$ cat src/psq_pkg.sv
// Package of constants and types for the pin-mode power sequencer
package psq_pkg;
	// Clock rate and timing figures
	localparam int CLK_MHZ = 250;
	localparam int INIT_TIME_US = 2000;
	localparam int INIT_CYCLES = INIT_TIME_US * CLK_MHZ;
	localparam int WDOG_TIME_US = 200;
	localparam int WDOG_CYCLES = WDOG_TIME_US * CLK_MHZ;
	localparam int RAMP_STEP_NS = 400;
	localparam int RAMP_STEP_CYCLES = (RAMP_STEP_NS * CLK_MHZ + 999) / 1000;
	// Filter coefficient shifts: 2^-13 near 1Hz, 2^-9 near 12Hz at 48kHz
	localparam int HPF_SHIFT_1HZ = 13;
	localparam int HPF_SHIFT_12HZ = 9;
	// Low-latency group delay at 192kHz, in tenths of a sample
	localparam logic [31:0] LL_DELAY_TENTHS = 32'h0000_0044;
	// Register byte addresses
	localparam logic [7:0] REG_CTRL = 8'h00;
	localparam logic [7:0] REG_STATUS = 8'h04;
	localparam logic [7:0] REG_MODE = 8'h08;
	localparam logic [7:0] REG_LATENCY = 8'h0C;
	// Reset values and field positions
	localparam logic CTRL_RESET = 1'b0;
	localparam int ST_IRQ_BIT = 3;
	localparam int ST_STOP_BIT = 4;
	localparam int ST_ERR_BIT = 5;
	localparam int ST_PWR_BIT = 6;
	localparam logic [8:0] GAIN_FULL = 9'h100;
	localparam logic [8:0] GAIN_ZERO = 9'h000;
	// Sequencer states, Gray from OFF up to RAMP; RAMP to SLEEP flips two bits
	typedef enum logic [2:0] {
		PSQ_OFF = 3'b000,
		PSQ_INIT = 3'b001,
		PSQ_SLEEP = 3'b011,
		PSQ_ACTIVE = 3'b010,
		PSQ_RAMP = 3'b110
	} psq_state_t;
	// Latched configuration pins
	typedef struct packed {
		logic serial_format_select_pin;
		logic [5:0] mode_cfg;
	} psq_mode_t;
	// One stereo sample pair
	typedef struct packed {
		logic [23:0] left;
		logic [23:0] right;
	} psq_pair_t;
endpackage : psq_pkg

$ cat src/psq_sequencer.sv
// Pin-mode power sequencer with DC-removal filter and AHB-Lite status port
`timescale 1ns/100ps
module psq_sequencer import psq_pkg::*; #(
	parameter int INIT_CNT = INIT_CYCLES,
	parameter int WDOG_CNT = WDOG_CYCLES,
	parameter int STEP_CNT = RAMP_STEP_CYCLES
) (
	// Clock and reset
	input wire logic clock,
	input wire logic rstn,
	// Supplies and mode pins, asynchronous
	input wire logic analog_supply,
	input wire logic io_supply,
	input wire logic serial_format_select_pin,
	input wire logic mode_config_pin_a,
	input wire logic mode_config_pin_b,
	input wire logic mode_config_pin_c,
	input wire logic mode_config_pin_d,
	input wire logic mode_config_pin_e,
	input wire logic mode_config_pin_f,
	// Serial clocks from the host, asynchronous
	input wire logic bit_clock,
	input wire logic frame_sync,
	// Modulator samples, same clock domain
	input wire logic sample_in_valid,
	input wire psq_pair_t sample_in,
	// Filtered samples toward the serial interface, channel power flag and interrupt pin
	output logic sample_out_valid,
	output psq_pair_t sample_out,
	output logic adc_power_on,
	output logic general_output_pin,
	// AHB-Lite slave
	input wire logic hsel,
	input wire logic [31:0] haddr,
	input wire logic [1:0] htrans,
	input wire logic hwrite,
	input wire logic [2:0] hsize,
	input wire logic [31:0] hwdata,
	input wire logic hready,
	output logic [31:0] hrdata,
	output logic hreadyout,
	output logic hresp
);
	localparam int NSYNC = 11;

	// Synchroniser stages and the stable copy
	logic [NSYNC-1:0] sync_a;
	logic [NSYNC-1:0] sync_b;
	wire logic [NSYNC-1:0] raw_in = {analog_supply, io_supply, serial_format_select_pin,
		mode_config_pin_a, mode_config_pin_b, mode_config_pin_c, mode_config_pin_d,
		mode_config_pin_e, mode_config_pin_f, bit_clock, frame_sync};

	// Two flops per pin; only the second stage is read by logic
	genvar gi;
	generate
		for (gi = 0; gi < NSYNC; gi++) begin : g_sync
			always_ff @(posedge clock) begin
				if (!rstn) begin
					sync_a[gi] <= 1'b0;
					sync_b[gi] <= 1'b0;
				end else begin
					sync_a[gi] <= raw_in[gi];
					sync_b[gi] <= sync_a[gi];
				end
			end
		end
	endgenerate

	// Named views of the synchronised pins
	wire logic sup_ok = sync_b[10] & sync_b[9]; // Either order of rise is fine
	wire psq_mode_t pins_now = sync_b[8:2];
	wire logic bclk_s = sync_b[1];
	wire logic frame_sync_s = sync_b[0];

	// Edge detection history for the serial clocks
	logic bclk_d;
	logic frame_sync_d;
	wire logic bclk_edge = bclk_s & ~bclk_d;
	wire logic frame_sync_edge = frame_sync_s & ~frame_sync_d;

	// Sequencer state and counters
	psq_state_t state;
	psq_state_t next_state;
	logic [31:0] init_cnt;
	logic [31:0] wdog_cnt;
	logic [31:0] step_cnt;
	logic [8:0] gain;
	logic seen_bclk; // Bit clock edge since last frame edge
	logic seen_frame_sync; // Frame edge seen since the watchdog last fired
	logic irq_latch;
	logic stop_evt;
	logic err_evt;
	psq_mode_t mode_lat;
	logic hpf_sel; // Software asks for the 12Hz corner

	// Watchdog: no edges for the window means the clocks stopped
	wire logic wdog_hit = (wdog_cnt >= 32'(WDOG_CNT));
	// Frame edge with no bit clock edge in the frame is a clock error
	wire logic clk_err = frame_sync_edge & ~seen_bclk & seen_frame_sync;
	// Both clocks running wakes the part
	wire logic clocks_ok = seen_frame_sync & seen_bclk & ~wdog_hit;
	wire logic in_active = (state == PSQ_ACTIVE);
	wire logic clk_lost = in_active & (wdog_hit | clk_err);

	// Next-state decode of the power sequence
	always_comb begin
		next_state = state;
		unique case (state)
			PSQ_OFF: begin
				if (sup_ok) begin
					next_state = PSQ_INIT; // Wakes with no enable input
				end
			end
			PSQ_INIT: begin
				if (init_cnt >= 32'(INIT_CNT)) begin
					next_state = PSQ_SLEEP; // Low power until clocks come
				end
			end
			PSQ_SLEEP: begin
				if (clocks_ok) begin
					next_state = PSQ_ACTIVE;
				end
			end
			PSQ_ACTIVE: begin
				if (clk_lost) begin
					next_state = PSQ_RAMP; // Channels go down on their own
				end
			end
			PSQ_RAMP: begin
				if (gain == GAIN_ZERO) begin
					next_state = PSQ_SLEEP; // Ramp done, blocks off
				end
			end
			default: next_state = PSQ_OFF;
		endcase
	end

	// Supply loss is the only way back to OFF; it acts as the power cycle
	always_ff @(posedge clock) begin
		if (!rstn) begin
			state <= PSQ_OFF;
		end else if (!sup_ok) begin
			state <= PSQ_OFF;
		end else begin
			state <= next_state;
		end
	end

	// Initialization timer runs only in INIT
	always_ff @(posedge clock) begin
		if (!rstn || state != PSQ_INIT) begin
			init_cnt <= 32'h0000_0000;
		end else begin
			init_cnt <= init_cnt + 32'h0000_0001;
		end
	end

	// Clock edge history and watchdog counter
	always_ff @(posedge clock) begin
		if (!rstn || !sup_ok) begin
			bclk_d <= 1'b0;
			frame_sync_d <= 1'b0;
			wdog_cnt <= 32'h0000_0000;
			seen_bclk <= 1'b0;
			seen_frame_sync <= 1'b0;
		end else begin
			bclk_d <= bclk_s;
			frame_sync_d <= frame_sync_s;
			// An edge on either clock holds the watchdog off
			if (bclk_edge | frame_sync_edge) begin
				wdog_cnt <= 32'h0000_0000;
			end else if (!wdog_hit) begin
				wdog_cnt <= wdog_cnt + 32'h0000_0001;
			end
			if (wdog_hit) begin
				seen_bclk <= 1'b0; // Start over once stopped
				seen_frame_sync <= 1'b0;
			end else if (frame_sync_edge) begin
				seen_frame_sync <= 1'b1;
				seen_bclk <= bclk_edge;
			end else if (bclk_edge) begin
				seen_bclk <= 1'b1;
			end
		end
	end

	// Sticky clock events; only a supply cycle clears them
	always_ff @(posedge clock) begin
		if (!rstn || !sup_ok) begin
			irq_latch <= 1'b0;
			stop_evt <= 1'b0;
			err_evt <= 1'b0;
		end else begin
			if (clk_lost) begin
				irq_latch <= 1'b1;
			end
			if (in_active & wdog_hit) begin
				stop_evt <= 1'b1;
			end
			if (in_active & clk_err) begin
				err_evt <= 1'b1;
			end
		end
	end

	// Format pin caught as supplies settle, other pins at wake-up
	always_ff @(posedge clock) begin
		if (!rstn) begin
			mode_lat <= '0;
		end else begin
			if (state == PSQ_OFF && sup_ok) begin
				mode_lat.serial_format_select_pin <= pins_now.serial_format_select_pin;
			end
			// Host must have settled them before clocks; we sample at wake
			if (state == PSQ_SLEEP && clocks_ok) begin
				mode_lat.mode_cfg <= pins_now.mode_cfg;
			end
		end
	end

	// Volume ramp: full at wake, one step down per interval on power-down
	always_ff @(posedge clock) begin
		if (!rstn || !sup_ok) begin
			gain <= GAIN_ZERO;
			step_cnt <= 32'h0000_0000;
		end else if (state == PSQ_SLEEP && clocks_ok) begin
			gain <= GAIN_FULL;
			step_cnt <= 32'h0000_0000;
		end else if (state == PSQ_RAMP && gain != GAIN_ZERO) begin
			if (step_cnt >= 32'(STEP_CNT - 1)) begin
				step_cnt <= 32'h0000_0000;
				gain <= gain - 9'h001;
			end else begin
				step_cnt <= step_cnt + 32'h0000_0001;
			end
		end
	end

	// Format 1 with cfg a low is target I2S/LJ; only then is 12Hz allowed
	wire logic target_i2s_lj = mode_lat.serial_format_select_pin & ~mode_lat.mode_cfg[5];
	wire logic use_12hz = hpf_sel & target_i2s_lj;
	// One shift for every channel; 1Hz when nothing else selected
	wire logic [4:0] hpf_shift = use_12hz ? 5'(HPF_SHIFT_12HZ) : 5'(HPF_SHIFT_1HZ);
	wire logic run = (state == PSQ_ACTIVE) | (state == PSQ_RAMP);
	logic [47:0] filt_out;

	// First-order IIR high-pass per channel: y = x - x1 + y1 - y1*2^-k
	generate
		for (gi = 0; gi < 2; gi++) begin : g_hpf
			logic signed [31:0] x1;
			logic signed [31:0] y1;
			wire logic signed [31:0] xin = 32'(signed'(sample_in[24*gi +: 24]));
			wire logic signed [31:0] ynew = xin - x1 + y1 - (y1 >>> hpf_shift);
			wire logic sat_hi = (ynew > 32'sh007F_FFFF);
			wire logic sat_lo = (ynew < -32'sh0080_0000);
			wire logic signed [23:0] ysat = sat_hi ? 24'sh7F_FFFF :
				(sat_lo ? -24'sh80_0000 : ynew[23:0]);
			// Gain applied after the filter so the ramp does not disturb it
			wire logic signed [33:0] prod = 34'(ysat * $signed({1'b0, gain}));
			// Filter history clears while channels are down
			always_ff @(posedge clock) begin
				if (!rstn || !run) begin
					x1 <= 32'sh0000_0000;
					y1 <= 32'sh0000_0000;
				end else if (sample_in_valid) begin
					x1 <= xin;
					y1 <= ynew;
				end
			end
			assign filt_out[24*gi +: 24] = prod[31:8];
		end
	endgenerate

	// Output samples registered, sent only while channels are up
	always_ff @(posedge clock) begin
		if (!rstn) begin
			sample_out <= '0;
			sample_out_valid <= 1'b0;
			adc_power_on <= 1'b0;
			general_output_pin <= 1'b0;
		end else begin
			sample_out_valid <= run & sample_in_valid;
			if (run & sample_in_valid) begin
				sample_out <= filt_out;
			end
			adc_power_on <= run; // Off again once the ramp ends
			general_output_pin <= irq_latch;
		end
	end

	// AHB-Lite address phase capture
	logic wr_pend;
	logic [7:0] wr_addr;
	wire logic ahb_go = hsel & htrans[1] & hready;
	wire logic [7:0] a_off = haddr[7:0];

	// Read mux built from the address phase
	wire logic [31:0] st_word = {25'h0, adc_power_on, err_evt, stop_evt, irq_latch, state};
	wire logic [31:0] rd_mux = (a_off == REG_CTRL) ? {31'h0, hpf_sel} :
		(a_off == REG_STATUS) ? st_word :
		(a_off == REG_MODE) ? {25'h0, mode_lat} :
		(a_off == REG_LATENCY) ? LL_DELAY_TENTHS : 32'h0000_0000;

	// Zero wait state, always OKAY
	assign hreadyout = 1'b1;
	assign hresp = 1'b0;

	// Bus slave: read data loaded in the address phase, write done in data phase
	always_ff @(posedge clock) begin
		if (!rstn) begin
			wr_pend <= 1'b0;
			wr_addr <= 8'h00;
			hrdata <= 32'h0000_0000;
			hpf_sel <= CTRL_RESET; // 1Hz after reset
		end else begin
			wr_pend <= ahb_go & hwrite;
			if (ahb_go) begin
				wr_addr <= a_off;
				hrdata <= hwrite ? 32'h0000_0000 : rd_mux;
			end
			if (wr_pend && wr_addr == REG_CTRL) begin
				hpf_sel <= hwdata[0];
			end
		end
	end
endmodule : psq_sequencer

$ cat config.mk
export PLATFORM = sky130hd
export DESIGN_NAME = psq_sequencer
export DESIGN_NICKNAME = d
export VERILOG_FILES = /design/src/psq_pkg.sv /design/src/psq_sequencer.sv
export SDC_FILE = /design/constraint.sdc
export NUM_CORES = 2
export LEC_CHECK = 0
export BUFFER_PORTS_ARGS = -buffer_cell sky130_fd_sc_hd__buf_2
export CAP_MARGIN = 20
export CORE_MARGIN = 10
export CORE_UTILIZATION = 60
export CTS_CLUSTER_DIAMETER = 200
export DETAILED_ROUTE_END_ITERATION = 16
export MAX_ROUTING_LAYER = met4
export PLACE_DENSITY = 0.83
export SKIP_LAST_GASP = 1
export SLEW_MARGIN = 5
export SYNTH_ARGS = -nofsm -noshare
export SYNTH_HDL_FRONTEND = slang
export SYNTH_SLANG_ARGS = --single-unit
export TNS_END_PERCENT = 5
$ cat constraint.sdc
create_clock -name clock -period 18 [get_ports clock]
set_clock_uncertainty 0.2 [all_clocks]
set_input_delay 1.8 -clock clock [delete_from_list [all_inputs] [get_ports clock]]
set_output_delay 1.8 -clock clock [all_outputs]
set_load 0.01 [all_outputs]
==> summary.md <==
| Metric | Value |
|---|---|
| Hold Fails Final Rpt | `0` |
| Clock transition at path regs | `0.05 ns` |
| Max stage delay on crit path | `0.88 ns` |
| LEAKAGE | `17.82 nW` |
| Via count | `26767` |
| Nets | `4765` |
| Commonest non-fill, non-tap cell in the layout | `inv_1` |
| Core Footprint | `55420 um2` |
| Min Tclk post-route | `12.56 ns` |
| Die height | `257.2 um` |
| Seq/Total Area, Yosys | `19.22%` |
| Avg Synthesized Cell Area | `8.590 um2` |
| Final slew viol count | `0` |
| Synth area leader | `fa_1` |
| Crit share post-route | `69.75%` |
| Die ar. | `66130 um2` |
| Die width | `257.2 um` |
| Worst EP required | `18.27 ns` |
| Slowest CP cell | `and3b_2` |
| PortBufs | `132` |
| Startpoint Class | `flip-flop` |
| Total track usage | `26.22%` |
| Fraction of registers with async set/reset | `0%` |
| Seq cells post-synth | `324` |
| Total routed wirelength | `83650 um` |
| Ys flop type | `dfxtp_1` |
| DR iter-0 viols | `1866` |
| Routed Antenna Nets | `0` |
| Setup TNS | `0 ns` |
| Synth warnings | `0` |
| Final global-route overflow total | `0` |
| Most frequent cells in the layout | `640 x inv_1, 452 x fa_1, 384 x nand2_1, 324 x dfxtp_1, 323 x nor2_1` |
| Ports | `219` |
| Max-cap violations | `0` |
| Clock buffer depth | `3` |
| Num rows | `86` |
| CTS sink count | `324` |
| Worst setup path startpoint | `hpf_sel$_SDFFE_PN0P_` |
| Crit. End Element | `flip-flop` |
| Most frequent cell on the critical path | `fa_1` |
| Peak supply drop | `76.63 uV` |
| Worst reg2reg path endpoint | `sample_out[45]$_SDFFE_PN0P_` |
| Clk_lat worst skew | `0.57 ns` |
| WL/cell | `17.58 um` |
| Post-synth top area share | `26.81%` |
| Number of global-route vias before repair | `28116` |
| TritonCTS Buffers | `40` |
| Via density | `5.626` |
| Slew @ Worst Pin | `1.043 ns` |
| Slew HR | `30.49%` |
| Number of setup buffers added after CTS | `0` |
| DRC Markers | `0` |
| Reg-to-Reg Start | `hpf_sel$_SDFFE_PN0P_` |
| Worst Setup EP | `sample_out[45]$_SDFFE_PN0P_` |
| Hold buffer count at CTS | `0` |
| Synth Instances | `3929` |
| CTS root buf | `clkbuf_16` |
| Critical path class | `flip-flop to flip-flop` |
| PD cells | `54.38 nW/um2` |
| H-tree depth | `2` |
| GPL Wtd Cong | `0.9732` |
| Critical path fanouts, max | `46` |
| HPWL after detailed placement | `63770 um` |
| Worst Hold Depth | `1` |
| Initial antenna violation count | `2` |
| Final Power | `1.975 mW` |
| Synth cell types | `79` |
| Worst min path class | `flip-flop to flip-flop` |
| Pre-Repair DR Iteration Count | `6` |
| Syn Std Cell Area | `33750 um2` |
| Initial Util | `60.90%` |
| Largest net degree at the start of global routing | `91` |
| # setup viols final | `0` |
| Most area-consuming cells after synthesis | `fa_1 27%, dfxtp_1 19%, ha_1 7.5%` |
| Layout cells sized above 1 | `6.312%` |
| RSZ-0062 raised after global routing | `false` |
| P&R area growth vs syn | `7.630%` |
| First-pass GRT wire length | `139400 um` |
| Reg2reg setup slack | `5.44 ns` |
| EDFF count, synth | `0` |
| Worst Path Arrival | `12.83 ns` |
| Resized cells post-CTS | `0` |
| CTS tree | `done` |
| Status | `complete, no violations` |
| FMAX | `0.07964 GHz` |
| FF-to-FF path depth | `35` |
[layer usage]
metal / GRT usage [%] / vias to the layer above / share of wire [%]
li1: - / 12549 / -
met1: 29.63 / 13086 / 39
met2: 44.30 / 856 / 49
met3: 3.494 / 276 / 5.4
met4: 14.99 / 0 / 6.0
met5: - / - / 0
[synth_stat cells (18+ instances only)]
cell / count
inv_1: 640
and2_1: 250
mux2i_1: 127
nor2_1: 323
nor3_1: 44
nand2_1: 385
o31ai_1: 20
nand2b_1: 31
a21oi_1: 174
fa_1: 452
a21o_1: 63
nand3_1: 56
buf_4: 27
o21ai_0: 94
a211oi_1: 18
xnor2_1: 89
a31oi_1: 22
nand4_1: 34
dfxtp_1: 324
o21a_1: 22
nor2b_1: 63
nor4_1: 24
ha_1: 202
and3_1: 31
clkbuf_1: 136
xor2_1: 70
[worst min-delay path by stage]
stage | startpoint | to | slack [ns]
after floorplan | sync_a[1]$_SDFF_PN0_ | bclk_s$_SDFF_PN0_ | 0.21
after global placement | sync_a[2]$_SDFF_PN0_ | pins_now[0]$_SDFF_PN0_ | 0.21
after detailed placement | sync_a[0]$_SDFF_PN0_ | frame_sync_s$_SDFF_PN0_ | 0.22
after CTS | sync_a[0]$_SDFF_PN0_ | frame_sync_s$_SDFF_PN0_ | 0.23
after global routing | sync_a[2]$_SDFF_PN0_ | pins_now[0]$_SDFF_PN0_ | 0.25
final | sync_a[4]$_SDFF_PN0_ | pins_now[2]$_SDFF_PN0_ | 0.23
[critical path: cells and delay by family, from the launching register on]
kind,cells,cell delay [ns]
fa+ha+maj,10,4.47
flops,1,0.40
compound gates,11,3.49
buf+inv,5,0.29
simple gates,9,3.53
[cells by family (layout without fill, tap and decap cells)]
| family | count (synthesis) | count (layout) | share of synthesized area (%) |
|---|---|---|---|
| xor+xnor | 159 | 159 | 4.126 |
| flops | 324 | 324 | 19.22 |
| simple gates | 1311 | 1311 | 18.94 |
| fa+ha+maj | 654 | 654 | 34.30 |
| buf+inv | 816 | 870 | 9.402 |
| mux | 128 | 128 | 3.800 |
| compound gates | 535 | 535 | 10.19 |
| other cells | 2 | 29 | 0.02225 |
[stage by stage]
step                std cells  hold slack [ns]  cell area (um2)  util [%]  setup slack (ns)
global placement         4681           0.2143            34870     62.93             5.377
finish                   4758           0.2312            36320     65.55             5.444
global route             4758           0.2485            36320     65.55             4.775
detailed placement       4682           0.2199            34890     62.96             5.268
floorplan                3954           0.2119            33840         -             6.798
CTS                      4755           0.2335            36300     65.50             5.533
[sequential cells by signal, indices dropped and copies added (netlist names), 2 cells and up, named ones only]
register    count
g_hpf.x1       48
g_hpf.y1       64
gain            9
hrdata          7
init_cnt       32
mode_lat        7
pins_now        7
sample_out     48
state           2
step_cnt       32
sync_a         11
sync_b          2
wdog_cnt       32
wr_addr         8
[where the power goes]
part           switching (mW)  internal, mW  leakage (nW)  total, mW
Clock                   0.339         0.523         0.682      0.862
Sequential           0.000974         0.720          2.61      0.721
Combinational           0.278         0.113          14.5      0.392
Total                   0.619          1.36          17.8       1.98
[final cells by class]
cell class                 instances  area (um2)
multi-input combinational       2814       24220
inverter                         641        2406
tap                              748       935.9
sequential                       324        6486
clock buffer                      53        1101
fill                            4502       19090
antenna                            2       5.005
timing repair buffer             156       862.1
clock inverter                    20       310.3
Note: power is estimated with default switching activity, not from simulation.
